## src/csor_pkg.sv

```systemverilog
package csor_pkg;
	localparam logic [7:0] CSOR_STATUS_ADDR = 8'h03;
	localparam int CSOR_BIT_WAKE = 7;
	localparam int CSOR_BIT_PAGE = 5;
	localparam int CSOR_BIT_EXP = 4;
	localparam int CSOR_BIT_PD = 3;
	localparam int CSOR_BIT_Z = 2;
	localparam int CSOR_BIT_DC = 1;
	localparam int CSOR_BIT_C = 0;
	localparam int CSOR_OPT_WAKE_N = 7;
	localparam int CSOR_OPT_PULL_N = 6;
	localparam int CSOR_OPT_SRC = 5;
	localparam int CSOR_OPT_EDGE = 4;
	localparam int CSOR_OPT_OWNER = 3;
	localparam logic [7:0] CSOR_OPT_RESET = 8'hFF;
	localparam logic [7:0] CSOR_STATUS_WR_MASK = 8'hA7;
	localparam logic [7:0] CSOR_ARITH_MASK = 8'h07;
	localparam logic [7:0] CSOR_ZERO_KEEP = 8'h1B;
	localparam logic [9:0] CSOR_PAGE1_BASE = 10'h200;
	localparam logic [9:0] CSOR_PAGE0_BASE = 10'h000;
	typedef enum logic [2:0]
	{
		CSOR_OP_NONE = 3'h0,
		CSOR_OP_ADD = 3'h1,
		CSOR_OP_SUB = 3'h2,
		CSOR_OP_RR = 3'h3,
		CSOR_OP_RL = 3'h4,
		CSOR_OP_LOGIC = 3'h5,
		CSOR_OP_CLEAR = 3'h6
	} csor_op_t;
endpackage

```

## src/csor_flag_if.sv

```systemverilog
`timescale 1ns/1ps
`default_nettype none
interface csor_flag_if;
	logic [7:0] a;
	logic [7:0] b;
	csor_pkg::csor_op_t op;
	logic cin;
	logic [7:0] result;
	logic z;
	logic dc;
	logic c;
	logic z_upd;
	logic dc_upd;
	logic c_upd;
	modport core (output a, b, op, cin, input result, z, dc, c, z_upd,
		dc_upd, c_upd);
	modport alu (input a, b, op, cin, output result, z, dc, c, z_upd,
		dc_upd, c_upd);
endinterface
`default_nettype wire

```

## src/csor_flag_alu.sv

```systemverilog
`timescale 1ns/1ps
`default_nettype none
module csor_flag_alu
(
	csor_flag_if.alu fl
);
	import csor_pkg::*;
	logic [8:0] sum;
	logic [4:0] nib;
	always_comb
	begin
		sum = 9'h000;
		nib = 5'h00;
		fl.result = 8'h00;
		fl.z = 1'b0;
		fl.dc = 1'b0;
		fl.c = 1'b0;
		fl.z_upd = 1'b0;
		fl.dc_upd = 1'b0;
		fl.c_upd = 1'b0;
		unique case (fl.op)
			CSOR_OP_ADD:
			begin
				sum = {1'b0, fl.a} + {1'b0, fl.b};
				nib = {1'b0, fl.a[3:0]} + {1'b0, fl.b[3:0]};
				fl.result = sum[7:0];
				fl.c = sum[8];
				fl.dc = nib[4];
				{fl.z_upd, fl.dc_upd, fl.c_upd} = 3'h7;
			end
			CSOR_OP_SUB:
			begin
				// file minus w; C and DC are inverted borrows
				sum = {1'b0, fl.a} + {1'b0, ~fl.b} + 9'h001;
				nib = {1'b0, fl.a[3:0]} + {1'b0, ~fl.b[3:0]} + 5'h01;
				fl.result = sum[7:0];
				fl.c = sum[8];
				fl.dc = nib[4];
				{fl.z_upd, fl.dc_upd, fl.c_upd} = 3'h7;
			end
			CSOR_OP_RR:
			begin
				fl.result = {fl.cin, fl.a[7:1]};
				fl.c = fl.a[0];
				fl.c_upd = 1'b1;
			end
			CSOR_OP_RL:
			begin
				fl.result = {fl.a[6:0], fl.cin};
				fl.c = fl.a[7];
				fl.c_upd = 1'b1;
			end
			CSOR_OP_LOGIC:
			begin
				fl.result = fl.a;
				fl.z_upd = 1'b1;
			end
			CSOR_OP_CLEAR:
			begin
				fl.result = 8'h00;
				fl.z_upd = 1'b1;
			end
			CSOR_OP_NONE:
			begin
				fl.result = fl.a;
			end
			default:
			begin
				fl.result = 8'h00;
			end
		endcase
		fl.z = (fl.result == 8'h00);
	end
endmodule
`default_nettype wire

```

## src/csor_regs.sv

```systemverilog
`timescale 1ns/1ps
`default_nettype none
module csor_regs
#(
	parameter int PIN_COUNT = 6
)
(
	input wire logic clk,
	input wire logic resetn,
	input wire logic power_up_reset,
	input wire logic wake_reset,
	input wire logic exec_valid,
	input wire csor_pkg::csor_op_t exec_op,
	input wire logic [7:0] exec_addr,
	input wire logic [7:0] exec_file,
	input wire logic [7:0] exec_w,
	input wire logic exec_to_file,
	input wire logic option_load,
	input wire logic watchdog_clear_instr,
	input wire logic sleep_instr,
	input wire logic watchdog_timeout,
	input wire logic [PIN_COUNT-1:0] pin_direction_bit,
	input wire logic [PIN_COUNT-1:0] pin_wake_capable,
	output logic [7:0] core_status_flags,
	output logic [7:0] exec_result,
	output logic [9:0] page_base,
	output logic timer_source_select,
	output logic timer_edge_select,
	output logic prescaler_owner,
	output logic [2:0] prescale_ratio_field,
	output logic [3:0] timer_ratio_log2,
	output logic [3:0] watchdog_ratio_log2,
	output logic [PIN_COUNT-1:0] pin_wake_enable,
	output logic [PIN_COUNT-1:0] pin_pullup_enable,
	output logic timer_pin_is_input
);
	import csor_pkg::*;
	if (PIN_COUNT < 1 || PIN_COUNT > 8)
	begin : g_bad_pin_count
		$error("PIN_COUNT out of range");
	end

	logic [7:0] status_r;
	logic [7:0] status_nxt;
	logic [7:0] option_r;
	logic [7:0] option_nxt;
	logic wr_status;
	logic [7:0] alu_res;

	csor_flag_if fl();
	assign fl.a = exec_file;
	assign fl.b = exec_w;
	assign fl.op = exec_op;
	assign fl.cin = status_r[CSOR_BIT_C];
	csor_flag_alu u_alu
	(
		.fl(fl)
	);
	assign alu_res = fl.result;

	assign wr_status = exec_valid && exec_to_file
		&& exec_addr == CSOR_STATUS_ADDR;

	always_comb
	begin
		status_nxt = status_r;
		if (wr_status)
		begin
			// flag bits written from the result unless the op owns them; a clear keeps DC and C
			status_nxt = (status_r & ~CSOR_STATUS_WR_MASK)
				| (alu_res & CSOR_STATUS_WR_MASK);
			if (exec_op == CSOR_OP_CLEAR)
				status_nxt = status_r & CSOR_ZERO_KEEP;
		end
		if (exec_valid)
		begin
			if (fl.z_upd)
				status_nxt[CSOR_BIT_Z] = fl.z;
			if (fl.dc_upd)
				status_nxt[CSOR_BIT_DC] = fl.dc;
			if (fl.c_upd)
				status_nxt[CSOR_BIT_C] = fl.c;
		end
		if (watchdog_clear_instr)
		begin
			status_nxt[CSOR_BIT_EXP] = 1'b1;
			status_nxt[CSOR_BIT_PD] = 1'b1;
		end
		else if (sleep_instr)
		begin
			status_nxt[CSOR_BIT_EXP] = 1'b1;
			status_nxt[CSOR_BIT_PD] = 1'b0;
		end
		if (watchdog_timeout)
			status_nxt[CSOR_BIT_EXP] = 1'b0;
		if (power_up_reset)
		begin
			status_nxt[7:3] = 5'h03;
		end
		else if (wake_reset)
		begin
			status_nxt[CSOR_BIT_WAKE] = 1'b1;
			status_nxt[CSOR_BIT_PAGE] = 1'b0;
		end
	end

	always_comb
	begin
		option_nxt = option_r;
		if (power_up_reset || wake_reset)
			option_nxt = CSOR_OPT_RESET;
		else if (option_load)
			option_nxt = exec_w;
	end

	always_ff @(posedge clk or negedge resetn)
	begin
		if (!resetn)
		begin
			status_r <= 8'h18;
			option_r <= CSOR_OPT_RESET;
		end
		else
		begin
			status_r <= status_nxt;
			option_r <= option_nxt;
		end
	end

	assign core_status_flags = status_r;
	assign exec_result = alu_res;
	assign page_base = status_r[CSOR_BIT_PAGE] ? CSOR_PAGE1_BASE
		: CSOR_PAGE0_BASE;
	assign timer_source_select = option_r[CSOR_OPT_SRC];
	assign timer_pin_is_input = option_r[CSOR_OPT_SRC];
	assign timer_edge_select = option_r[CSOR_OPT_EDGE];
	assign prescaler_owner = option_r[CSOR_OPT_OWNER];
	assign prescale_ratio_field = option_r[2:0];
	assign timer_ratio_log2 = {1'b0, option_r[2:0]} + 4'h1;
	assign watchdog_ratio_log2 = {1'b0, option_r[2:0]};

	genvar gi;
	generate
		for (gi = 0; gi < PIN_COUNT; gi++)
		begin : g_pin
			assign pin_wake_enable[gi] = pin_wake_capable[gi]
				&& pin_direction_bit[gi]
				&& !option_r[CSOR_OPT_WAKE_N];
			assign pin_pullup_enable[gi] = pin_wake_capable[gi]
				&& pin_direction_bit[gi]
				&& !option_r[CSOR_OPT_PULL_N];
		end
	endgenerate
endmodule
`default_nettype wire

```

## config.mk

```make
export PLATFORM = sky130hd
export DESIGN_NAME = csor_regs
export DESIGN_NICKNAME = d
export VERILOG_FILES = /design/src/csor_pkg.sv /design/src/csor_flag_if.sv /design/src/csor_flag_alu.sv /design/src/csor_regs.sv
export SDC_FILE = /design/constraint.sdc
export NUM_CORES = 1
export LEC_CHECK = 0
export ABC_AREA = 1
export ABC_CLOCK_PERIOD_IN_PS = 1450
export BUFFER_PORTS_ARGS = -buffer_cell sky130_fd_sc_hd__buf_2
export CAP_MARGIN = 20
export CORE_AREA = 5 5 75 77
export DETAILED_ROUTE_END_ITERATION = 16
export DIE_AREA = 0 0 80 82
export PLACE_DENSITY = 0.8
export SLEW_MARGIN = 15
export SYNTH_ARGS = -nofsm -noshare
export SYNTH_HDL_FRONTEND = slang
export SYNTH_SLANG_ARGS = --single-unit
```

## constraint.sdc

```tcl
create_clock -name clk -period 1.45 [get_ports clk]
set_input_delay 0.0725 -clock clk [delete_from_list [all_inputs] [get_ports clk]]
set_output_delay 0.0725 -clock clk [all_outputs]
set_load 0.005 [all_outputs]
```

# Yosys cells after proc, flatten, opt, wreduce, memory -nomap -nowiden
# Cells that the tools add are included.
totals:
  input_bits: 49
  word_cells: 85
  output_inout_bits: 53
  register_bits: 16
op_classes:
  n_reduce_logical: 36
  muxes: 24
  n_addsub: 7
  n_bitwise: 3
  n_eq_ne: 9
ops:
  columns: ["cell", "n"]
  rows:
  - ["case mux 8 bit (5 select lines)", 1]
  - ["two-way mux 8 bit", 4]
  - ["logical AND 1 bit", 20]
  - ["adder 8 x 8 -> 9 bit", 2]
  - ["two-way mux 1 bit", 12]
  - ["adder 4 x 4 -> 5 bit", 2]
  - ["two-way mux 10 bit", 1]
  - ["adder 9 x 1 -> 9 bit (second input constant)", 1]
  - ["== test 3 bit (second input constant)", 3]
  - ["== test 8 x 2 -> 1 bit (second input constant)", 1]
  - ["zero test 8 bit", 1]
  - ["NOT 8 bit", 1]
  - ["bitwise OR 7 x 8 -> 8 bit", 1]
  - ["OR reduction 4 bit", 2]
  - ["== test 3 x 2 -> 1 bit (second input constant)", 2]
  - ["two-way mux 2 bit", 3]
  - ["adder 5 x 1 -> 5 bit (second input constant)", 1]
  - ["inequality test 5 bit (second input constant)", 1]
  - ["nonzero test 5 bit", 1]
  - ["adder 3 x 1 -> 4 bit (second input constant)", 1]
  - ["inequality test 4 bit (second input constant)", 1]
  - ["NOT 4 bit", 1]
  - ["case mux 1 bit (4 select lines)", 1]
  - ["AND reduction 2 bit", 2]
  - ["other kinds (10)", 13]

# Depth between registers and ports, before layout
depth:
  depth_word: 11
  mapped_depth: 15
  depth_no_buf: 15

# Hierarchy
# A second synthesis with hierarchy kept.
hier_totals:
  cells_unflattened: 368
  hier_area_um2: 2213.4
modules_own_cells:
  columns: ["mod", "area_each_um2", "seq_area_each_um2", "n_inst", "cells_each"]
  rows:
  - ["csor_flag_alu", 1173.6, 0.0, 1, 226]
  - ["csor_regs", 1039.7, 387.9, 1, 142]

# Least setup slack after synthesis
# No wires, ideal clock.
synth_timing:
  kind: "input port to flip-flop"
  startpoint: "input exec_file[0]"
  endpoint: "register status_r[2], in the netlist core_status_flags[2]"
  setup_time_ps: 65
  path_slack_ps: -79
  t_arrival_ps: 1464
  stages: 15
  required_time_ps: 1385
  path_buffers: 0
  cell_sequence: "inv_1 > ha_1 > inv_1 > fa_1 > inv_1 > nand2_1 > nand2_1 > nor2_1 > nor2_4 > nand3_2 > nor2_1 > nand3_1 > nor2_1 > nand4_1 > nand2_1"
synth_via:
  elab_chain_len: 8
  word_cells_on_any_way: 10
  classes_between: "add/sub (3); mux (5); bitwise (1); reduce/logical (1)"
synth_rtl:
  columns: ["item", "line", "source"]
  rows:
  - ["start: declaration", "csor_regs.sv:15", "input wire logic [7:0] exec_file,"]
  - ["adder 8 x 8 -> 9 bit", "csor_flag_alu.sv:34", "sum = {1'b0, fl.a} + {1'b0, ~fl.b} + 9'h001;"]
  - ["adder 9 x 1 -> 9 bit", "csor_flag_alu.sv:34", null]
  - ["case mux 8 bit (5 select lines) (*)", "csor_flag_alu.sv:21", "unique case (fl.op)"]
  - ["via exec_result[2]", "csor_regs.sv:25", "output logic [7:0] exec_result,"]
  - ["bitwise OR 7 x 8 -> 8 bit", "csor_regs.sv:71", "| (alu_res & CSOR_STATUS_WR_MASK);"]
  - ["two-way mux 8 bit", "csor_regs.sv:72", "if (exec_op == CSOR_OP_CLEAR)"]
  - ["two-way mux 8 bit", "csor_regs.sv:67", "if (wr_status)"]
  - ["two-way mux 1 bit", "csor_regs.sv:77", "if (fl.z_upd)"]
  - ["two-way mux 3 bit (*)", "csor_regs.sv:75", "if (exec_valid)"]
  - ["via status_nxt[2]", "csor_regs.sv:44", "logic [7:0] status_nxt;"]
  - ["end signal: assignment", "csor_regs.sv:125", "status_r <= status_nxt;"]
  - ["end: declaration", "csor_regs.sv:43", "logic [7:0] status_r;"]
# Mark *: on every way through the listed nets, which the timed path passes. The rest lies on a longest branch. The select of a mux whose other input is x is not followed.
# A chain may end at the register's enable or synchronous reset.

# Worst setup path in the final report
layout_timing:
  startpoint: "input exec_file[0]"
  endpoint: "output exec_result[3]"
layout_via:
  elab_chain_len: 3
  word_cells_on_any_way: 4
  classes_between: "add/sub (3); mux (1)"
layout_rtl:
  columns: ["item", "line"]
  rows:
  - ["adder 8 x 8 -> 9 bit", "csor_flag_alu.sv:34"]
  - ["adder 9 x 1 -> 9 bit", "csor_flag_alu.sv:34"]
  - ["case mux 8 bit (5 select lines) (*)", "csor_flag_alu.sv:21"]
  - ["end: declaration", "csor_regs.sv:25"]
# Every way passes the cells marked *; elsewhere a longest branch is shown, timed or not.

==> results.cfg <==
[clock_network]
htreeDepth = 1
cts_sinks = 15
clk_pin_slew_ps = 60
numCtsBuffers = 3
cts_tree = done
cts_buffer_depth = 2
clockRootBuffer = clkbuf_8
clock_latency_ps = 250

[critical_path]
critical_path.endpoint_type = output port
cp-start-kind = input port
critical_path.max_fanout = 3
crit_type = in2out
crit_required_ps = 1380
arrival_ps = 1450

[placement]
gp_routability_congestion = 0.930
dp.cells = 549
port_buffers = 90
hpwlAfterDp_mm = 5.76

[global_routing]
grt-ovfl-total = 0
grt_pass1_wl_mm = 10.9
grt_pass1_vias = 2510
grt_max_degree = 16
grtUsageTotal_pct = 20.5
grt_antenna_before_repair = 0

[pwr]
powerDensity_nw_per_um2 = 548
total_power_mw = 1.80
p_leak_nw = 1.88
ir_worst_vdd_v = 0.000487

[synth]
ys_types = 33
ys_ff_latch = 15
synth_top_family_by_area = simple AND/OR/NAND/NOR gates
yosys.area_share.adder_pct = 11.6
synth_most_common_cell = nand2_1
synth-compound-area-share_pct = 9.78
synthFlopType = dfstp_2
synth_top_area_share_pct = 13.9
synthMuxAreaShare_pct = 0
synth_warnings = 0
synth_simple_gate_area_share_pct = 39.5
synthCells = 370
synth_largest_area_cell = nand2_1
synth-seq-area-share_pct = 16.9
netlist_top_cells_area = nand2_1 (14%), dfstp_2 (11%), inv_1 (11%)
postSynthAreaPerCell_um2 = 6.19
synth_area_um2 = 2290
synth_edf_count = 0
async_flop_share_pct = 100
synth_common_cells = nand2_1 (85), inv_1 (69), nor2_1 (36)
yosys.area_share.xor_xnor_pct = 0.382

[floorplanning]
ios = 102
dieWidth_um = 80
start_util_pct = 46.3
core-area_um2 = 4940
dieArea_um2 = 6560
fp.dieH_um = 82
rows = 26

[layout]
n_antenna_cell = 0
layout.cells.non_filler = 560
post-route-util_pct = 66.3
layout.nets = 560
synthToLayoutAreaGrowth_pct = 43.1
drive_gt1_share_pct = 41.4

[routing]
num_vias = 2767
drtIter0Drc = 142
drcViolationCount = 0
vias_per_cell = 4.94
ant_nets = 0
drt-total-wl_mm = 7.25
routedWlPerCell_um = 12.9
drt_pass1_iterations = 4

[sta]
layout_min_cycle_time_ps = 1520
drv_slew = 0
worst_slack_ps = -74.4
hold_violations = 0
fin_skew_ps = 0.0712
worst_hold_slack_ps = 17.0
finalSetupViolations = 4
rsz0062_at_grt = yes
timing.fmax_mhz = 656
period_share_pct = 105

[worst_hold_path]
hold_class = in2reg

[outcome]
outcome = finished, violations left
violations = negative setup slack

[run]
max-cap-violations = 0
-- per-stage QoR --
step / worst slack (ps) / setup TNS [ps] / cell area (µm²)
4_1_cts: -69.6 / -181 / 3130
5_1_grt: -148 / -922 / 3280
2_1_floorplan: -24.2 / -24.2 / 2340
3_5_place_dp: -309 / -1820 / 2930
6_report: -74.4 / -166 / 3280
3_3_place_gp: -234 / -1420 / 2930
-- sequential cells by signal, summed over array words and instances, names as in the netlist --
| name | flops |
|---|---|
| option_r | 8 |
| core_status_flags | 7 |
-- worst paths after layout --
kind                       depth (start not counted)                  from              endpoint  slack (ps)
setup reg to reg                                   9  core_status_flags[0]  core_status_flags[7]         130
min in group asynchronous                          2                resetn  core_status_flags[1]         280
hold / removal                                     2      watchdog_timeout  core_status_flags[4]          20
setup / recovery                                  13          exec_file[0]        exec_result[3]         -70
hold reg to reg                                    2  core_status_flags[3]  core_status_flags[3]         480
max in group asynchronous                          2                resetn           option_r[5]         870
-- cell usage in the layout (no fill, tap or decap), types with 6 or more instances in the layout --
cell type  netlist  final
buf_2            3     85
nand2_1         85     79
inv_1           69     64
buf_4           20     42
nor2_1          36     29
nand3_1         33     29
nor3_1          14     14
nand4_1         11     11
conb_1           1     11
nor2_2           3     10
nand2_2          4     10
dfstp_2         10     10
o211ai_1         9      9
ha_1            18      9
a21oi_1         13      8
ha_4             0      8
nand3_2          3      6
o22ai_1          6      6
-- layer usage --
| layer | wire (µm) | global-route usage [%] | up-vias |
|---|---|---|---|
| li1 | - | - | 1396 |
| met1 | 2930 | 26.0 | 1256 |
| met2 | 3740 | 37.1 | 103 |
| met3 | 463 | 2.63 | 12 |
| met4 | 111 | 4.22 | 0 |
| met5 | 0 | 0 | - |
-- cells by family after synthesis --
family	after synthesis
buffers and inverters	101
AOI/OAI and AO/OA	38
and+or+nand+nor	194
other	1
adders and majority gates	20
DFF	15
xor gates and xnor gates	1
-- power breakdown --
group / switching (mW) / total, mW / internal, mW
logic: 0.527 / 0.973 / 0.446
clock network: 0.147 / 0.342 / 0.195
registers: 0.0245 / 0.481 / 0.456
total: 0.698 / 1.80 / 1.10
-- worst max-delay path, cell delays in order --
cell      delay [ps]
buf_12           100
clkinv_8          40
buf_4            140
ha_1             190
inv_1             90
nand3_2           90
nand2_2          120
nand2_1           70
a21oi_1          210
nor2_2            70
buf_4            130
inv_1             40
buf_2            100
-- cell type report --
class | instances | area, µm²
clock buffers | 4 | 45.0
multi-input cells | 264 | 1640
inverters | 73 | 292
well taps | 70 | 87.6
repair buffers | 134 | 827
fillers | 444 | 1670
flip-flops and latches | 15 | 388
-- what timing repair did --
item                       in CTS  in global routing
setup buffers                   3                  3
hold endpoints to repair        5                  0
pin swaps                      12                 23
cloned                          0                  0
setup endpoints to repair       8                 10
gates resized for setup        29                 34
hold buffers                    1                  0
Note: power is estimated with default switching activity, not from simulation.
